$ cat src/verilog/usw_defs.svh
// usw_defs.svh: offsets, field positions, reset values and timing for usw
// assumes a 25 MHz core clock and a 32-bit apb slave with word registers
`ifndef USW_DEFS_SVH
`define USW_DEFS_SVH

// register indices; byte address is four times the index
`define USW_IDX_USB_CONTROL_STATUS  20'hE680
`define USW_IDX_FORCED_LOW_POWER    20'hE681
`define USW_IDX_POWER_CONTROL       20'hE690
`define USW_IDX_WAKE_CONTROL        20'hE691
`define USW_IDX_EXT_INT_CONTROL     20'hE692
`define USW_IDX_IRQ_STATUS          20'hE693
`define USW_IDX_IRQ_MASK            20'hE694
`define USW_ADDR(idx)               ((idx) << 2)

// usb control/status fields
`define USW_UCS_RESUME_BIT          0
`define USW_UCS_RW_MASK             32'h0000000F
// power control fields
`define USW_PWR_IDLE_REQ_BIT        0
// wake control fields
`define USW_WK_PRI_EN_BIT           0
`define USW_WK_SEC_EN_BIT           1
`define USW_WK_BUS_EN_BIT           2
`define USW_WK_PRI_POL_BIT          4
`define USW_WK_SEC_POL_BIT          5
`define USW_WK_PRI_FLAG_BIT         6
`define USW_WK_SEC_FLAG_BIT         7
`define USW_WK_RESET                8'h05
// extended interrupt control fields
`define USW_EIC_WAKE_FLAG_BIT       4
`define USW_EIC_WAKE_EN_BIT         5
// interrupt status / mask fields
`define USW_IRQ_SUSPEND_BIT         0
`define USW_IRQ_WAKE_BIT            1

// timing
`define USW_CLK_KHZ                 25000
`define USW_SUSPEND_TIME_US         3000
`define USW_PLL_DELAY_TIME_US       200
`define USW_SUSPEND_CYCLES  ((`USW_SUSPEND_TIME_US * `USW_CLK_KHZ + 999) / 1000)
`define USW_PLL_CYCLES      ((`USW_PLL_DELAY_TIME_US * `USW_CLK_KHZ + 999) / 1000)

`endif

$ cat src/verilog/usw_pkg.sv
// usw_pkg: types shared by the suspend/wakeup control block
// assumes usw_defs.svh for all numeric constants
package usw_pkg;

  typedef logic [16:0] usw_count_t;

  typedef enum logic [1:0] {
    USW_RUN      = 2'h0,
    USW_IDLE     = 2'h1,
    USW_OSC_OFF  = 2'h3,
    USW_PLL_WAIT = 2'h2
  } usw_state_t;

  typedef struct packed {
    logic [1:0] meta;
    logic [1:0] sync;
  } usw_sync_st_t;

  typedef struct packed {
    usw_count_t count;
    logic       hit;
  } usw_cnt_st_t;

  typedef struct packed {
    usw_state_t  state;
    logic        pready;
    logic        pslverr;
    logic [31:0] prdata;
    logic [3:0]  usb_cs;
    logic        idle_req;
    logic [7:0]  wake_ctrl;
    logic        wake_int_en;
    logic [1:0]  irq_status;
    logic [1:0]  irq_mask;
    logic        bus_susp;
    logic        forced_susp;
    logic        pri_act_prev;
    logic        sec_act_prev;
    logic        irq;
    logic        osc_enable;
    logic        clk_release;
    logic        cpu_run;
    logic        drive_k;
  } usw_top_st_t;

endpackage

$ cat src/verilog/usw_sync.sv
// usw_sync: two-flop synchroniser for asynchronous pin levels
// assumes inputs are static levels; first stage feeds only the second
`timescale 1ns/1ps
module usw_sync (
  input  wire logic       i_core_clk,
  input  wire logic       i_rst,
  input  wire logic [1:0] i_async,
  output logic [1:0]      o_sync
);
  usw_pkg::usw_sync_st_t q;
  usw_pkg::usw_sync_st_t next_q;

  always_comb begin
    next_q      = q;
    next_q.meta = i_async;
    next_q.sync = q.meta;
  end

  always_ff @(posedge i_core_clk) begin
    if (i_rst) begin
      q <= '1; // idle level of bus and pins, no false edge
    end else begin
      q <= next_q;
    end
  end

  assign o_sync = q.sync;
endmodule

$ cat src/verilog/usw_counter.sv
// usw_counter: saturating cycle counter with a one-cycle hit pulse
// assumes LIMIT fits in usw_count_t and is at least one
`timescale 1ns/1ps
module usw_counter #(
  parameter int unsigned LIMIT = 16
) (
  input  wire logic i_core_clk,
  input  wire logic i_rst,
  input  wire logic i_clear,
  input  wire logic i_run,
  output logic      o_hit
);
  localparam usw_pkg::usw_count_t LIM = usw_pkg::usw_count_t'(LIMIT);

  usw_pkg::usw_cnt_st_t q;
  usw_pkg::usw_cnt_st_t next_q;

  always_comb begin
    next_q     = q;
    next_q.hit = 1'b0;
    if (i_clear) begin
      next_q.count = '0;
    end else if (i_run && q.count != LIM) begin
      next_q.count = q.count + usw_pkg::usw_count_t'(1);
      next_q.hit   = (q.count == LIM - usw_pkg::usw_count_t'(1));
    end
  end

  always_ff @(posedge i_core_clk) begin
    if (i_rst) begin
      q <= '0;
    end else begin
      q <= next_q;
    end
  end

  assign o_hit = q.hit;
endmodule

$ cat src/verilog/usw_suspend_wakeup_control.sv
// usw_suspend_wakeup_control: suspend detect, idle entry, oscillator stop and wakeup
// assumes an apb master on i_core_clk, async bus-idle and wake pins, always-on core clock
//
// Register access over APB was left to the implementer.
`timescale 1ns/1ps
`include "usw_defs.svh"

module usw_suspend_wakeup_control #(
  parameter int unsigned SUSPEND_CYCLES = `USW_SUSPEND_CYCLES,
  parameter int unsigned PLL_CYCLES     = `USW_PLL_CYCLES
) (
  input  wire logic        i_core_clk,
  input  wire logic        i_rst,
  input  wire logic        i_psel,
  input  wire logic        i_penable,
  input  wire logic        i_pwrite,
  input  wire logic [19:0] i_paddr,
  input  wire logic [31:0] i_pwdata,
  output logic             o_pready,
  output logic [31:0]      o_prdata,
  output logic             o_pslverr,
  input  wire logic        i_bus_idle_j,
  input  wire logic        i_primary_wake_input,
  input  wire logic        i_secondary_wake_input,
  output logic             o_bus_drive_k,
  output logic             o_osc_enable,
  output logic             o_clk_release,
  output logic             o_cpu_run,
  output logic             o_irq
);
  usw_pkg::usw_top_st_t q;
  usw_pkg::usw_top_st_t next_q;

  logic [1:0] pins_sync;
  logic       unused_bus_bit;
  logic       bus_j_sync;
  logic       primary_sync;
  logic       secondary_sync;
  logic       susp_hit;
  logic       pll_hit;
  logic       pll_run;

  usw_sync u_sync_pins (
    .i_core_clk (i_core_clk),
    .i_rst      (i_rst),
    .i_async    ({i_secondary_wake_input, i_primary_wake_input}),
    .o_sync     (pins_sync)
  );

  usw_sync u_sync_bus (
    .i_core_clk (i_core_clk),
    .i_rst      (i_rst),
    .i_async    ({1'b0, i_bus_idle_j}),
    .o_sync     ({unused_bus_bit, bus_j_sync})
  );

  assign primary_sync   = pins_sync[0];
  assign secondary_sync = pins_sync[1];

  // 3 ms of J on the bus
  usw_counter #(
    .LIMIT (SUSPEND_CYCLES)
  ) u_suspend_timer (
    .i_core_clk (i_core_clk),
    .i_rst      (i_rst),
    .i_clear    (~bus_j_sync),
    .i_run      (bus_j_sync),
    .o_hit      (susp_hit)
  );

  assign pll_run = (q.state == usw_pkg::USW_PLL_WAIT);

  // pll restart delay
  usw_counter #(
    .LIMIT (PLL_CYCLES)
  ) u_pll_timer (
    .i_core_clk (i_core_clk),
    .i_rst      (i_rst),
    .i_clear    (~pll_run),
    .i_run      (pll_run),
    .o_hit      (pll_hit)
  );

  // apb decode
  logic        apb_setup;
  logic        apb_wr;
  logic        sel_ucs;
  logic        sel_forced;
  logic        sel_pwr;
  logic        sel_wake;
  logic        sel_eic;
  logic        sel_irq_st;
  logic        sel_irq_mk;
  logic        mapped;
  logic [31:0] rd_word;

  // wake sources
  logic       pri_act;
  logic       sec_act;
  logic       pri_en;
  logic       sec_en;
  logic       bus_en;
  logic       ev_pri;
  logic       ev_sec;
  logic       ev_bus;
  logic       wake_event;
  logic       src_active;
  logic       suspend_cond;
  logic       wake_exit;
  logic [1:0] irq_set;
  logic [1:0] irq_clr;
  logic [1:0] pin_set;
  logic [1:0] pin_clr;

  always_comb begin
    apb_setup  = i_psel & ~i_penable;
    apb_wr     = i_psel & i_penable & q.pready & i_pwrite;
    sel_ucs    = (i_paddr == `USW_ADDR(`USW_IDX_USB_CONTROL_STATUS));
    sel_forced = (i_paddr == `USW_ADDR(`USW_IDX_FORCED_LOW_POWER));
    sel_pwr    = (i_paddr == `USW_ADDR(`USW_IDX_POWER_CONTROL));
    sel_wake   = (i_paddr == `USW_ADDR(`USW_IDX_WAKE_CONTROL));
    sel_eic    = (i_paddr == `USW_ADDR(`USW_IDX_EXT_INT_CONTROL));
    sel_irq_st = (i_paddr == `USW_ADDR(`USW_IDX_IRQ_STATUS));
    sel_irq_mk = (i_paddr == `USW_ADDR(`USW_IDX_IRQ_MASK));
    mapped     = sel_ucs | sel_forced | sel_pwr | sel_wake | sel_eic | sel_irq_st
               | sel_irq_mk;
    rd_word    = 32'h00000000;
    if (sel_ucs) begin
      rd_word[3:0] = q.usb_cs;
    end
    if (sel_pwr) begin
      rd_word[`USW_PWR_IDLE_REQ_BIT] = q.idle_req;
    end
    if (sel_wake) begin
      rd_word[7:0] = q.wake_ctrl;
    end
    if (sel_eic) begin
      rd_word[`USW_EIC_WAKE_EN_BIT]   = q.wake_int_en;
      rd_word[`USW_EIC_WAKE_FLAG_BIT] = q.irq_status[`USW_IRQ_WAKE_BIT];
    end
    if (sel_irq_st) begin
      rd_word[1:0] = q.irq_status;
    end
    if (sel_irq_mk) begin
      rd_word[1:0] = q.irq_mask;
    end
  end

  always_comb begin
    pri_en  = q.wake_ctrl[`USW_WK_PRI_EN_BIT];
    sec_en  = q.wake_ctrl[`USW_WK_SEC_EN_BIT];
    bus_en  = q.wake_ctrl[`USW_WK_BUS_EN_BIT];
    // active level follows polarity bit
    pri_act = ~(primary_sync ^ q.wake_ctrl[`USW_WK_PRI_POL_BIT]);
    sec_act = ~(secondary_sync ^ q.wake_ctrl[`USW_WK_SEC_POL_BIT]);
    // enabled sources only
    ev_pri     = pri_act & ~q.pri_act_prev & pri_en;
    ev_sec     = sec_act & ~q.sec_act_prev & sec_en;
    ev_bus     = ~bus_j_sync & bus_en;
    wake_event = ev_pri | ev_sec | ev_bus;
    src_active = (pri_act & pri_en) | (sec_act & sec_en) | ev_bus;
    suspend_cond = q.bus_susp | q.forced_susp;
  end

  always_comb begin
    next_q           = q;
    wake_exit        = 1'b0;
    irq_set          = 2'b00;
    irq_clr          = 2'b00;
    pin_set          = 2'b00;
    pin_clr          = 2'b00;
    next_q.pready    = apb_setup;
    next_q.pslverr   = apb_setup & ~mapped;
    next_q.prdata    = apb_setup ? rd_word : 32'h00000000;
    next_q.pri_act_prev = pri_act;
    next_q.sec_act_prev = sec_act;

    // bus suspend detect
    if (susp_hit) begin
      next_q.bus_susp = 1'b1;
      irq_set[`USW_IRQ_SUSPEND_BIT] = 1'b1;
    end
    if (~bus_j_sync) begin
      next_q.bus_susp = 1'b0;
    end

    // pin flags latch the causing pin
    pin_set = {ev_sec, ev_pri};

    case (q.state)
      usw_pkg::USW_RUN: begin
        if (q.idle_req) begin
          next_q.state = usw_pkg::USW_IDLE;
        end
      end
      usw_pkg::USW_IDLE: begin
        // stop only with suspend and quiet sources
        if (q.wake_int_en && (!suspend_cond || wake_event)) begin
          wake_exit = 1'b1;
        end else if (suspend_cond && !src_active) begin
          next_q.state = usw_pkg::USW_OSC_OFF;
        end
      end
      usw_pkg::USW_OSC_OFF: begin
        // no exit without enabled wake interrupt
        if (wake_event && q.wake_int_en) begin
          next_q.state = usw_pkg::USW_PLL_WAIT;
        end
      end
      usw_pkg::USW_PLL_WAIT: begin
        if (pll_hit) begin
          wake_exit = 1'b1;
        end
      end
      default: begin
        next_q.state = usw_pkg::USW_RUN;
      end
    endcase

    // leave idle with wakeup interrupt
    if (wake_exit) begin
      next_q.state       = usw_pkg::USW_RUN;
      next_q.idle_req    = 1'b0;
      next_q.forced_susp = 1'b0;
      irq_set[`USW_IRQ_WAKE_BIT] = 1'b1;
    end

    if (apb_wr) begin
      if (sel_ucs) begin
        next_q.usb_cs = i_pwdata[3:0];
      end
      if (sel_forced) begin
        next_q.forced_susp = 1'b1;
      end
      if (sel_pwr) begin
        next_q.idle_req = i_pwdata[`USW_PWR_IDLE_REQ_BIT];
      end
      if (sel_wake) begin
        next_q.wake_ctrl[5:0] = {i_pwdata[5:4], 1'b0, i_pwdata[2:0]};
        pin_clr = {i_pwdata[`USW_WK_SEC_FLAG_BIT], i_pwdata[`USW_WK_PRI_FLAG_BIT]};
      end
      if (sel_eic) begin
        next_q.wake_int_en = i_pwdata[`USW_EIC_WAKE_EN_BIT];
        irq_clr[`USW_IRQ_WAKE_BIT] = i_pwdata[`USW_EIC_WAKE_FLAG_BIT];
      end
      if (sel_irq_st) begin
        irq_clr = irq_clr | i_pwdata[1:0];
      end
      if (sel_irq_mk) begin
        next_q.irq_mask = i_pwdata[1:0];
      end
    end

    // set wins over clear
    next_q.irq_status = (q.irq_status & ~irq_clr) | irq_set;
    next_q.wake_ctrl[7:6] = (q.wake_ctrl[7:6] & ~pin_clr) | pin_set;
    next_q.irq = |(next_q.irq_status & next_q.irq_mask);

    // clock and resume outputs
    next_q.osc_enable  = (next_q.state != usw_pkg::USW_OSC_OFF);
    next_q.clk_release = (next_q.state != usw_pkg::USW_OSC_OFF)
                       && (next_q.state != usw_pkg::USW_PLL_WAIT);
    next_q.cpu_run     = (next_q.state == usw_pkg::USW_RUN);
    next_q.drive_k     = next_q.usb_cs[`USW_UCS_RESUME_BIT];
  end

  always_ff @(posedge i_core_clk) begin
    if (i_rst) begin
      q             <= '0;
      q.state       <= usw_pkg::USW_RUN;
      q.wake_ctrl   <= `USW_WK_RESET;
      q.osc_enable  <= 1'b1;
      q.clk_release <= 1'b1;
      q.cpu_run     <= 1'b1;
    end else begin
      q <= next_q;
    end
  end

  assign o_pready      = q.pready;
  assign o_prdata      = q.prdata;
  assign o_pslverr     = q.pslverr;
  assign o_bus_drive_k = q.drive_k;
  assign o_osc_enable  = q.osc_enable;
  assign o_clk_release = q.clk_release;
  assign o_cpu_run     = q.cpu_run;
  assign o_irq         = q.irq;
endmodule

$ cat config.mk
export PLATFORM = sky130hd
export DESIGN_NAME = usw_suspend_wakeup_control
export DESIGN_NICKNAME = d
export VERILOG_FILES = /design/src/verilog/usw_pkg.sv /design/src/verilog/usw_sync.sv /design/src/verilog/usw_counter.sv /design/src/verilog/usw_suspend_wakeup_control.sv
export VERILOG_INCLUDE_DIRS = /design/src /design/src/verilog
export SDC_FILE = /design/constraint.sdc
export NUM_CORES = 1
export LEC_CHECK = 0
export ABC_AREA = 1
export BUFFER_PORTS_ARGS = -buffer_cell sky130_fd_sc_hd__buf_4
export CAP_MARGIN = 20
export CORE_AREA = 4 4 126 128
export DETAILED_ROUTE_END_ITERATION = 6
export DIE_AREA = 0 0 130 132
export PLACE_DENSITY_LB_ADDON = 0.25
export SLEW_MARGIN = 20
export SYNTH_ARGS = -nofsm -noshare
export SYNTH_HDL_FRONTEND = slang
export SYNTH_SLANG_ARGS = --single-unit
$ cat constraint.sdc
create_clock -name i_core_clk -period 1.6 [get_ports i_core_clk]
set_input_delay 0.08 -clock i_core_clk [delete_from_list [all_inputs] [get_ports i_core_clk]]
set_output_delay 0.08 -clock i_core_clk [all_outputs]
set_load 0.01 [all_outputs]
Yosys cells after proc, flatten, opt, wreduce, memory -nomap -nowiden
Cells that the tools add are included.
{"block": "classes", "mux": 31, "n_addsub": 2, "n_reduce_logical": 21, "bitwise_logic": 45, "eq_ne": 16}
{"cell": "$eq 20x18->1 const B", "count": 7}
{"cell": "$add 17x1->17 const B", "count": 2}
{"cell": "$mux 2", "count": 14}
{"cell": "$eq 17x13->1 const B", "count": 1}
{"cell": "$eq 17x17->1 const B", "count": 1}
{"cell": "$ne 17x13->1 const B", "count": 1}
{"cell": "$ne 17x17->1 const B", "count": 1}
{"cell": "$mux 1", "count": 13}
{"cell": "$and 1x1->1", "count": 12}
{"cell": "$not 1->1", "count": 12}
{"cell": "$or 1x1->1", "count": 11}
{"cell": "$reduce_or 3->1", "count": 3}
{"cell": "$reduce_or 2->1", "count": 4}
{"cell": "$and 2x2->2", "count": 3}
{"cell": "$logic_and 1x1->1", "count": 6}
{"cell": "$mux 6", "count": 1}
{"cell": "$or 2x2->2", "count": 3}
{"cell": "$pmux 2 s3", "count": 1}
{"cell": "$reduce_and 2->1", "count": 3}
{"cell": "$eq 2x2->1 const B", "count": 2}
{"cell": "$logic_not 2->1", "count": 2}
{"cell": "$mux 4", "count": 1}
{"cell": "$ne 2x2->1 const B", "count": 2}
{"cell": "$not 2->2", "count": 2}
{"cell": "other kinds (5)", "count": 7}
{"block": "totals", "elab_cells": 145, "in_bits": 60, "reg_bits": 103, "output_inout_bits": 39}

Longest topological paths before layout
Gate-level depths: netlist of run 1.
{"block": "logic_depth", "depth_word": 14, "mapped_depth": 11}

By module
A second synthesis of run 1 with hierarchy kept.
{"block": "unflattened", "cells_unflattened": 642, "hier_area_um2": 4645.7}
{"mod": "usw_suspend_wakeup_control", "area_each_um2": 2257.2, "cells_per_inst": 302, "seq_area_each_um2": 740.7, "instances": 1}
{"mod": "usw_counter (u_suspend_timer)", "area_each_um2": 1093.5, "cells_per_inst": 161, "seq_area_each_um2": 360.3, "instances": 1}
{"mod": "usw_counter (u_pll_timer)", "area_each_um2": 1062.3, "cells_per_inst": 153, "seq_area_each_um2": 360.3, "instances": 1}
{"mod": "usw_sync", "area_each_um2": 116.4, "cells_per_inst": 13, "seq_area_each_um2": 80.1, "instances": 2}

Least setup slack after synthesis of run 1
OpenSTA, ideal clock, no wires.
{"block": "synth_path", "path_type": "register to register", "from": "register u_suspend_timer.q[1] (netlist name)", "to": "register u_suspend_timer.q[15] (netlist name)", "t_arrival_ps": 1366, "required_ps": 1481, "path_slack_ps": 114, "setup_time_ps": 119, "stages_incl_launch_ff": 9, "path_buffers": 0, "cell_sequence": "dfxtp_1 > ha_1 > nand2_1 > nor3_4 > nand2_2 > nor2_2 > nand3_2 > o31ai_1 > nor2_1"}
{"block": "synth_via", "elab_chain_cells": 2, "word_cells_on_any_way": 3}
{"element": "start: declaration", "line_no": "usw_counter.sv:15", "source": "usw_pkg::usw_cnt_st_t q;"}
{"element": "start signal: assignment", "line_no": "usw_counter.sv:33", "source": "q <= next_q;"}
{"element": "branches (longest 2 deep; another with $add 17x1->17)"}
Several ways; the timed one is not identified.
A chain may end at the register's enable or synchronous reset.

Worst setup path in the final report of run 1
{"block": "layout_path", "from": "register u_suspend_timer.q[2] (netlist name)", "to": "register u_suspend_timer.q[16] (netlist name)"}
The elaborated chain is that of the path after synthesis.

==> summary.md, run 1 <==
| Metric | Value |
|---|---|
| Number of cells on the worst hold path | `3` |
| Antenna-violating nets left | `0` |
| Hold slack | `0.0192 ns` |
| Clock edge transition at the registers on the reported setup and hold paths | `0.06 ns` |
| Summed instance area of the synthesized netlist | `4380 sq um` |
| Critical path class | `reg2reg` |
| Fraction of final layout cells sized beyond drive strength 1 | `0.243` |
| Post-layout instance area | `5510 sq um` |
| Crit path cell chain | `inv_1, ha_2, nand2_1, nor3_2, nand2_1, nor2_2, nor2_4, buf_4, nand2_1, a21oi_1` |
| Area share of the largest cell type after synthesis | `0.361` |
| Post-Route Setup TNS | `0 ns` |
| GRT Total Usage | `0.126` |
| Average wire per cell in the routed design | `11.8 um` |
| Starting Density | `0.295` |
| Port Buf Inserts | `50` |
| Top cell family by delay on the critical path | `simple AND/OR/NAND/NOR gates` |
| Final instance count without filler cells | `904` |
| Total number of cells along the worst setup path | `10` |
| Portion of total power attributed to the clock network | `0.399` |
| Net count reported at finish | `781` |
| Maximum fanout along the worst path | `7` |
| Placeable Area | `14900 sq um` |
| Initial DRC Count | `210` |
| Most Frequent Cell on Critical Path | `nand2_1` |
| Signal arrival time at the worst endpoint | `1.76 ns` |
| Crit path max-delay cell type | `dfxtp_2` |
| Critical path startpoint | `u_suspend_timer.q[2]$_SDFFE_PP0P_` |
| Vias per cell | `4.43` |
| Time the final worst path needs with I/O delays and setup | `1.49 ns` |
| CTS tree | `yes` |
| Total Power Consumption | `4.87 mW` |
| Most frequently used flop master after synthesis | `dfxtp_1` |
| Terminating pin of the worst hold path | `q[19]$_SDFFE_PP0P_` |
| Library cell occupying the most area in the post-synthesis netlist | `dfxtp_1` |
| Switching power as a share of total power | `0.287` |
| Biggest area contributors in the synthesized netlist | `dfxtp_1 36%, nand2_1 12%, inv_1 6.1%` |
| EDFF count, synth | `0` |
| Vias in the first global route | `3907` |
| Maximum clock frequency | `0.670 GHz` |
| Most used standard cells in the synthesized netlist | `141 x nand2_1, 79 x dfxtp_1, 71 x inv_1, 62 x nor2_1, 40 x a21oi_1` |
| Endpoint kind of the worst setup timing path | `flip-flop` |
| Proportion of synthesized flip-flops having asynchronous set or reset | `0` |
| Synthesized instance count | `624` |
| First-pass GRT wire length | `17.8 mm` |
| Seq pwr share | `0.424` |
| Final Util | `0.371` |
| Crit share post-route | `0.932` |
| Setup slack after layout | `0.109 ns` |
| Outcome | `finished clean` |
| Max H-tree Level | `3` |
| Number of antenna repair diodes | `0` |
| Average cell area after synthesis | `7.02 sq um` |
| Unique masters post-synth | `41` |
| Number of storage elements in the synthesis netlist | `79` |
| Instance area after placement | `5000 sq um` |
| Most repeated cell in the gate-level netlist after synthesis | `nand2_1` |
| Detailed-routing iteration count for the pre-antenna-repair pass | `4` |
| CP max stage delay | `0.34 ns` |
| Max-cap violation count | `0` |
| Worst-Skew Late Latency | `0.34 ns` |
| Net Sw Power | `1.40 mW` |
| Number of endpoints failing setup at the final stage | `0` |
| Minimum setup slack after placement | `-0.0228 ns` |
| Cell row count | `45` |
| HPWL after DPL | `8.49 mm` |
| Final weighted congestion of routability-driven global placement | `0.890` |
| Largest net degree at the start of global routing | `21` |
| Vertical die dimension | `132 um` |
| Max-slew violation count | `0` |
| Proportion of synthesized chip area in sequential cells | `0.361` |
| Static power due to leakage | `2.22 nW` |
| CP Buf/Inv Count | `2` |
| Die area | `17200 sq um` |
| Final setup skew | `0.00827 ns` |
| Routed wire length | `10.7 mm` |
| Clock buffer depth | `2` |
| Number of antenna violations at the first check in global routing | `0` |
| Worst Reg-to-Reg Cells | `10` |
| Worst r2r src | `u_suspend_timer.q[2]$_SDFFE_PP0P_` |
| Power density over cell area | `884 nW/um^2` |
| Kind of start point of the critical path | `flip-flop` |
| Die boundary width | `130 um` |
| Post-route DRC violation count | `0` |
| Clock Sink Count | `79` |
| Sum of overflow across all layers after global routing | `0` |
| Internal | `3.47 mW` |
| Warnings, synthesis | `0` |
| Worst-case register-to-register setup slack | `0.11 ns` |
| CTS buffer count | `9` |
| FF-to-FF End | `u_suspend_timer.q[16]$_SDFFE_PP0P_` |
| Top-level port count | `99` |
| Number of hold violations in the final report | `0` |
| Synthesis-to-layout area growth | `25.8%` |
| Root buffer cell | `clkbuf_16` |
| Placed Cells incl. Taps | `873` |
| Worst Path Required | `1.87 ns` |
| HP Start | `i_pwdata[5]` |
| Total number of vias | `4004` |
| Path category of the worst min-delay check | `in2reg` |
| Combinational fraction of design power | `0.178` |
| Peak supply drop | `0.481 mV` |
cell usage in the layout, fill, tap and decap left out, types with 3 or more instances in the layout:
cell type	count
nand3_2	5
nand2_1	138
xnor2_1	6
nor2_2	12
buf_4	84
o21ai_0	12
inv_1	66
dfxtp_1	75
nor2_4	4
o21ai_1	7
nand4_1	12
inv_2	12
clkbuf_16	9
nor3_2	9
a21oi_1	37
dlygate4sd3_1	6
ha_1	9
or2_2	7
buf_6	3
nor3_1	20
a21oi_2	5
dfxtp_2	3
o211ai_1	3
o22ai_1	3
xor2_1	12
nand3b_1	3
nand3_1	38
nand2_2	5
nor2_1	60
conb_1	24
worst min-delay path, stage by stage:
cell and delay (ns):
buf_4 0.09, o21ai_1 0.06, a21oi_1 0.09
final cells by class:
| cell class | instances | area (sq um) |
|---|---|---|
| timing repair buffer | 94 | 744 |
| inverter | 80 | 305 |
| clock inverter | 5 | 40.0 |
| clock buffer | 11 | 243 |
| sequential | 79 | 1590 |
| multi-input combinational | 447 | 2360 |
| fill | 1585 | 9350 |
| tap | 188 | 235 |
layer usage:
metal  global-route usage  vias to the layer above  wire length (um)
li1                     -                     2114                 -
met5                    0                        -                 0
met4               0.0468                        0               180
met2                0.213                       67              5190
met3               0.0276                       15               490
met1                0.154                     1808              4840
power by group through the flow:
stage / registers, mW / logic (mW) / clock network [mW]
3_3_place_gp: 2.10 / 0.784 / 0
6_report: 2.06 / 0.865 / 1.94
5_1_grt: 2.07 / 0.973 / 2.08
3_5_place_dp: 2.11 / 0.808 / 0
4_1_cts: 2.06 / 0.822 / 2.01
2_1_floorplan: 2.11 / 0.567 / 0
sequential cells by signal, indices dropped and copies added (netlist names), 2 cells and up:
name                cells
q                      21
u_pll_timer.q          17
u_sync_pins.next_q      2
u_sync_pins.o_sync      2
u_suspend_timer.q      17
o_prdata                8
worst max path at each step:
stage,endpoint,slack (ns)
floorplan,u_suspend_timer.q[15]$_SDFFE_PP0P_,0.11
global placement,u_suspend_timer.q[6]$_SDFFE_PP0P_,0.03
detailed placement,u_suspend_timer.q[1]$_SDFFE_PP0P_,-0.02
CTS,u_suspend_timer.q[15]$_SDFFE_PP0P_,0.03
global route,u_suspend_timer.q[10]$_SDFFE_PP0P_,-0.005
finish,u_suspend_timer.q[16]$_SDFFE_PP0P_,0.11
cells by family (layout without fill, tap and decap cells):
group | count (synthesis) | in the layout | share of synthesized area
and+or+nand+nor | 321 | 321 | 0.344
AOI/OAI and AO/OA | 74 | 74 | 0.0928
DFF | 79 | 79 | 0.361
other | 1 | 24 | 0.000856
adders and majority gates | 10 | 10 | 0.0285
buffers and inverters | 121 | 190 | 0.137
xor gates and xnor gates | 18 | 18 | 0.0360
timing repair:
action | in CTS | in global routing
endpoints found under the hold margin | 5 | 0
gates resized for setup | 1 | 32
setup buffers | 0 | 9
hold buffers | 6 | 0
pin swaps | 0 | 13
setup endpoints to repair | 8 | 30
No activity file was read; power rests on OpenSTA's default activity.
==> run 2: changes to the inputs <==
--- a/config.mk
+++ b/config.mk
@@ -9,9 +9,10 @@
 export ABC_AREA = 1
 export BUFFER_PORTS_ARGS = -buffer_cell sky130_fd_sc_hd__buf_4
 export CAP_MARGIN = 20
-export CORE_AREA = 4 4 126 128
+export CORE_AREA = 4 4 150 109
 export DETAILED_ROUTE_END_ITERATION = 6
-export DIE_AREA = 0 0 130 132
+export DIE_AREA = 0 0 154 113
+export HOLD_SLACK_MARGIN = 0.02
 export PLACE_DENSITY_LB_ADDON = 0.25
 export SLEW_MARGIN = 20
 export SYNTH_ARGS = -nofsm -noshare
==> summary.md, run 2 (synthesis gave the netlist of run 1 again) <==
| Metric | Value |
|---|---|
| Outcome | `finished clean` |
| Final instance count without filler cells | `916` |
| Fraction of final layout cells sized beyond drive strength 1 | `0.250` |
| GRT Total Usage | `0.125` |
| First-pass GRT wire length | `18.0 mm` |
| Vias per cell | `4.30` |
| Setup repair after global routing missed its margin | `true` |
| Starting Density | `0.291` |
| Critical path startpoint | `u_suspend_timer.q[2]$_SDFFE_PP0P_` |
| Minimum setup slack after placement | `0.00669 ns` |
| Sum of overflow across all layers after global routing | `0` |
| Max-slew violation count | `0` |
| Die area | `17400 sq um` |
| Top-level port count | `99` |
| Leading cell type in the layout, fill and taps excluded | `nand2_1` |
| Static power due to leakage | `2.27 nW` |
| Vertical die dimension | `113 um` |
| Average wire per cell in the routed design | `11.8 um` |
| Power density over cell area | `922 nW/um^2` |
| CP Capture Point | `u_suspend_timer.q[17]$_SDFFE_PP0P_` |
| Maximum clock frequency | `0.649 GHz` |
| Number of endpoints failing setup at the final stage | `0` |
| Largest register FFs | `21` |
| Peak supply drop | `0.457 mV` |
| Die boundary width | `154 um` |
| CP Buf/Inv Count | `0` |
| Total number of cells along the worst setup path | `8` |
| Number of cells on the worst hold path | `3` |
| Placeable Area | `15100 sq um` |
| Critical path class | `reg2reg` |
| Most Frequent Cell on Critical Path | `nor3_4` |
| FF-to-FF End | `u_suspend_timer.q[17]$_SDFFE_PP0P_` |
| CTS buffer count | `9` |
| Crit share post-route | `0.962` |
| HPWL after DPL | `8.20 mm` |
| Vias in the first global route | `3677` |
| Worst-case register-to-register setup slack | `0.06 ns` |
| Largest registers | `q (21), u_pll_timer.q (17), u_suspend_timer.q (17)` |
| Root buffer cell | `clkbuf_16` |
| Total number of vias | `3937` |
| Placed Cells incl. Taps | `884` |
| Signal arrival time at the worst endpoint | `1.77 ns` |
| Clock buffer depth | `2` |
| Number of antenna repair diodes | `0` |
| Area taken by flip-flops and latches | `1590 sq um` |
| Worst-Skew Late Latency | `0.34 ns` |
| Path category of the worst min-delay check | `in2reg` |
| Area occupied by multi-input gates | `2420 sq um` |
| Setup slack after layout | `0.0601 ns` |
| Worst r2r src | `u_suspend_timer.q[2]$_SDFFE_PP0P_` |
| Crit path cell chain | `ha_4, nand2_4, nor3_4, nand3_2, nor3_4, nand3_1, nand2_1, nor2_1` |
| Worst Reg-to-Reg Cells | `8` |
| Max-cap violation count | `0` |
| Maximum fanout along the worst path | `3` |
| Final setup skew | `0.00717 ns` |
| Crit path max-delay cell type | `dfxtp_4` |
| Filler Cell Count | `1629` |
| Kind of start point of the critical path | `flip-flop` |
| Max H-tree Level | `3` |
| Post-route DRC violation count | `0` |
| Port Buf Inserts | `50` |
| Number of antenna violations at the first check in global routing | `0` |
| Endpoint kind of the worst setup timing path | `flip-flop` |
| Number of hold violations in the final report | `0` |
| Clock edge transition at the registers on the reported setup and hold paths | `0.07 ns` |
| Detailed-routing iteration count for the pre-antenna-repair pass | `5` |
| Synthesis-to-layout area growth | `28.5%` |
| Leading cell types in the layout, fill and taps excluded | `138 x nand2_1, 83 x buf_4, 74 x dfxtp_1` |
| Time the final worst path needs with I/O delays and setup | `1.54 ns` |
| Worst Path Required | `1.83 ns` |
| CTS tree | `yes` |
| Initial DRC Count | `217` |
| Net count reported at finish | `781` |
| Cell row count | `38` |
| Largest net degree at the start of global routing | `17` |
| Top cell family by delay on the critical path | `simple AND/OR/NAND/NOR gates` |
| Clock Sink Count | `79` |
| Final weighted congestion of routability-driven global placement | `0.851` |
| Antenna-violating nets left | `0` |
| Routed wire length | `10.8 mm` |
| Register with the most flip-flops | `q` |
| CP max stage delay | `0.37 ns` |
[run 2: per-layer routing]
layer,part of all wire,vias to the layer above,global-route usage
met5,0,-,0
met4,0.0058,0,0.0306
met3,0.057,6,0.0367
met2,0.39,92,0.168
met1,0.55,1719,0.192
li1,-,2120,-
[run 2: through the flow]
step	instance area (sq um)	total power [mW]	util	hold WS, ns	TNS (ns)
after CTS	5410	5.19	0.359	0.0308	0
after floorplan	4470	2.68	-	0.184	0
after global placement	5010	2.93	0.332	0.269	0
final	5630	5.19	0.374	0.0457	0
after detailed placement	5010	2.92	0.332	0.273	0
after global routing	5630	5.47	0.374	0.0704	-0.156
[run 2: where the power goes]
part | switching [mW] | internal [mW] | leakage [nW] | total [mW]
Clock | 0.847 | 1.37 | 0.156 | 2.22
Combinational | 0.533 | 0.377 | 1.47 | 0.910
Sequential | 0.0422 | 2.03 | 0.642 | 2.07
Total | 1.42 | 3.77 | 2.27 | 5.19
[run 2: area by class of cell]
cell class,instances,area share
clock buffer,9,0.0400
sequential,79,0.283
tap,200,0.0444
clock inverter,7,0.0169
multi-input combinational,447,0.430
timing repair buffer,94,0.131
inverter,80,0.0547
[run 2: worst min path at each step]
stage / slack, ns / end / startpoint
finish: 0.05 / q[18]$_SDFFE_PP0P_ / i_pwdata[4]
floorplan: 0.18 / u_sync_bus.next_q[0]$_SDFF_PP1_ / i_bus_idle_j
global route: 0.07 / q[18]$_SDFFE_PP0P_ / i_pwdata[4]
CTS: 0.03 / q[18]$_SDFFE_PP0P_ / i_pwdata[4]
global placement: 0.27 / u_sync_bus.next_q[0]$_SDFF_PP1_ / i_bus_idle_j
detailed placement: 0.27 / u_sync_bus.next_q[0]$_SDFF_PP1_ / i_bus_idle_j
[run 2: tightest hold or removal path: stages]
cell and delay [ns]:
buf_4 0.10, o21ai_1 0.07, a21oi_1 0.10
[run 2: repair_timing]
item	in CTS	in global routing
gates resized for setup	1	48
setup buffers	0	8
setup endpoints to repair	1	39
hold endpoints to repair	8	0
hold buffers	8	0
pin swaps	0	14
cloned	0	0
==> run 3: changes to the inputs <==
==> constraint.sdc (replaced) <==
create_clock -name i_core_clk -period 1.6 [get_ports i_core_clk]
set_input_delay 0.24 -clock i_core_clk [delete_from_list [all_inputs] [get_ports i_core_clk]]
set_output_delay 0.24 -clock i_core_clk [all_outputs]
set_load 0.01 [all_outputs]
==> summary.md, run 3 (synthesis gave the netlist of run 1 again) <==
| Metric | Value |
|---|---|
| Total number of vias | `3933` |
| Top-level port count | `99` |
| Maximum fanout along the worst path | `4` |
| Final setup skew | `0.00531 ns` |
| Number of endpoints failing setup at the final stage | `0` |
| Root buffer cell | `clkbuf_16` |
| Worst-case register-to-register setup slack | `0.005 ns` |
| Clock Sink Count | `79` |
| Largest registers | `q (21), u_pll_timer.q (17), u_suspend_timer.q (17)` |
| Worst-Skew Late Latency | `0.33 ns` |
| GRT Total Usage | `0.122` |
| Number of antenna repair diodes | `0` |
| Initial DRC Count | `239` |
| Vertical die dimension | `113 um` |
| Max-cap violation count | `0` |
| Power density over cell area | `867 nW/um^2` |
| Number of hold violations in the final report | `0` |
| Number of antenna violations at the first check in global routing | `0` |
| Crit path cell chain | `ha_4, nand2_4, nor3_4, nand2_2, nor2_4, nand3_2, nor2_2, a21oi_1, nor2_1` |
| Max H-tree Level | `3` |
| CP max stage delay | `0.37 ns` |
| First-pass GRT wire length | `17.4 mm` |
| Outcome | `finished clean` |
| Net count reported at finish | `782` |
| Path category of the worst min-delay check | `in2reg` |
| Peak supply drop | `0.459 mV` |
| Sum of overflow across all layers after global routing | `0` |
| Setup repair after global routing missed its margin | `true` |
| Vias per cell | `4.29` |
| Worst Reg-to-Reg Cells | `9` |
| Largest net degree at the start of global routing | `17` |
| Routed wire length | `10.6 mm` |
| Post-layout instance area | `5570 sq um` |
| Instance area after placement | `5120 sq um` |
| Placeable Area | `15100 sq um` |
| Antenna-violating nets left | `0` |
| Final weighted congestion of routability-driven global placement | `0.881` |
| Crit path max-delay cell type | `dfxtp_4` |
| Cell row count | `38` |
| Register with the most flip-flops | `q` |
| Clock buffer depth | `2` |
| Crit share post-route | `0.997` |
| Fraction of final layout cells sized beyond drive strength 1 | `0.254` |
| CTS buffer count | `9` |
| Port Buf Inserts | `50` |
| Final Util | `0.370` |
| Clock edge transition at the registers on the reported setup and hold paths | `0.06 ns` |
| Leading cell types in the layout, fill and taps excluded | `136 x nand2_1, 90 x buf_4, 74 x dfxtp_1` |
| CTS tree | `yes` |
| Vias in the first global route | `3476` |
| Die boundary width | `154 um` |
| Endpoint kind of the worst setup timing path | `flip-flop` |
| Number of cells on the worst hold path | `2` |
| Average wire per cell in the routed design | `11.5 um` |
| Max-slew violation count | `0` |
| Starting Density | `0.291` |
| Maximum clock frequency | `0.627 GHz` |
| Signal arrival time at the worst endpoint | `1.87 ns` |
| Worst Path Required | `1.87 ns` |
| Largest register FFs | `21` |
| Kind of start point of the critical path | `flip-flop` |
| Post-route DRC violation count | `0` |
| Quantity of hold-fixing buffers added after cts | `0` |
| Leading cell type in the layout, fill and taps excluded | `nand2_1` |
| Time the final worst path needs with I/O delays and setup | `1.60 ns` |
| Detailed-routing iteration count for the pre-antenna-repair pass | `5` |
| HPWL after DPL | `8.35 mm` |
| Critical path class | `reg2reg` |
| Synthesis-to-layout area growth | `27.1%` |
| Static power due to leakage | `2.27 nW` |
| Total Power Consumption | `4.83 mW` |
| Die area | `17400 sq um` |
==> run 3: metrics by stage <==
stage,hold slack [ns],instances,TNS [ns],setup slack [ns]
floorplan,0.344,647,0,0.114
global placement,0.395,898,-0.0328,-0.0282
detailed placement,0.407,898,-0.0464,-0.0245
CTS,0.0697,914,-0.00908,-0.00908
global route,0.0800,917,-0.320,-0.108
finish,0.0896,917,0,0.00469
==> run 3: area by class of cell <==
type	instances	area, sq um
Clock inverter	5	33.8
Multi-Input combinational cell	447	2410
Tap cell	200	250
Inverter	80	305
Timing Repair Buffer	95	749
Fill cell	1604	9500
Clock buffer	11	233
Sequential cell	79	1590
==> run 3: routing by layer <==
layer | track usage | vias to the layer above | part of all wire
li1 | - | 2116 | -
met1 | 0.192 | 1724 | 0.55
met2 | 0.161 | 91 | 0.38
met3 | 0.0321 | 2 | 0.064
met4 | 0.0282 | 0 | 0.0039
met5 | 0 | - | 0
==> run 3: critical path: cells and delay by family, from the launching register on <==
family          cells  cell delay [ns]
flops               1             0.37
compound gates      1             0.07
fa+ha+maj           1             0.14
simple gates        7             0.95
==> run 3: final timing paths <==
path	startpoint	endpoint
setup reg to reg	u_suspend_timer.q[1]$_SDFFE_PP0P_	u_suspend_timer.q[15]$_SDFFE_PP0P_
setup / recovery	u_suspend_timer.q[1]$_SDFFE_PP0P_	u_suspend_timer.q[15]$_SDFFE_PP0P_
hold reg to reg	u_sync_pins.next_q[1]$_SDFF_PP1_	u_sync_pins.o_sync[1]$_SDFF_PP1_
hold / removal	i_bus_idle_j	u_sync_bus.next_q[0]$_SDFF_PP1_
==> run 3: report_power, final <==
part | internal, mW | leakage (nW) | total (mW) | switching (mW)
registers | 2.02 | 0.642 | 2.06 | 0.0330
logic | 0.379 | 1.50 | 0.917 | 0.539
clock network | 1.05 | 0.126 | 1.86 | 0.806
==> run 3: timing repair <==
item / 4_1_cts / 5_1_grt
buffers inserted: 0 / 5
endpoints found under the setup margin: 1 / 32
resized for setup: 2 / 41
pin swaps: 0 / 21
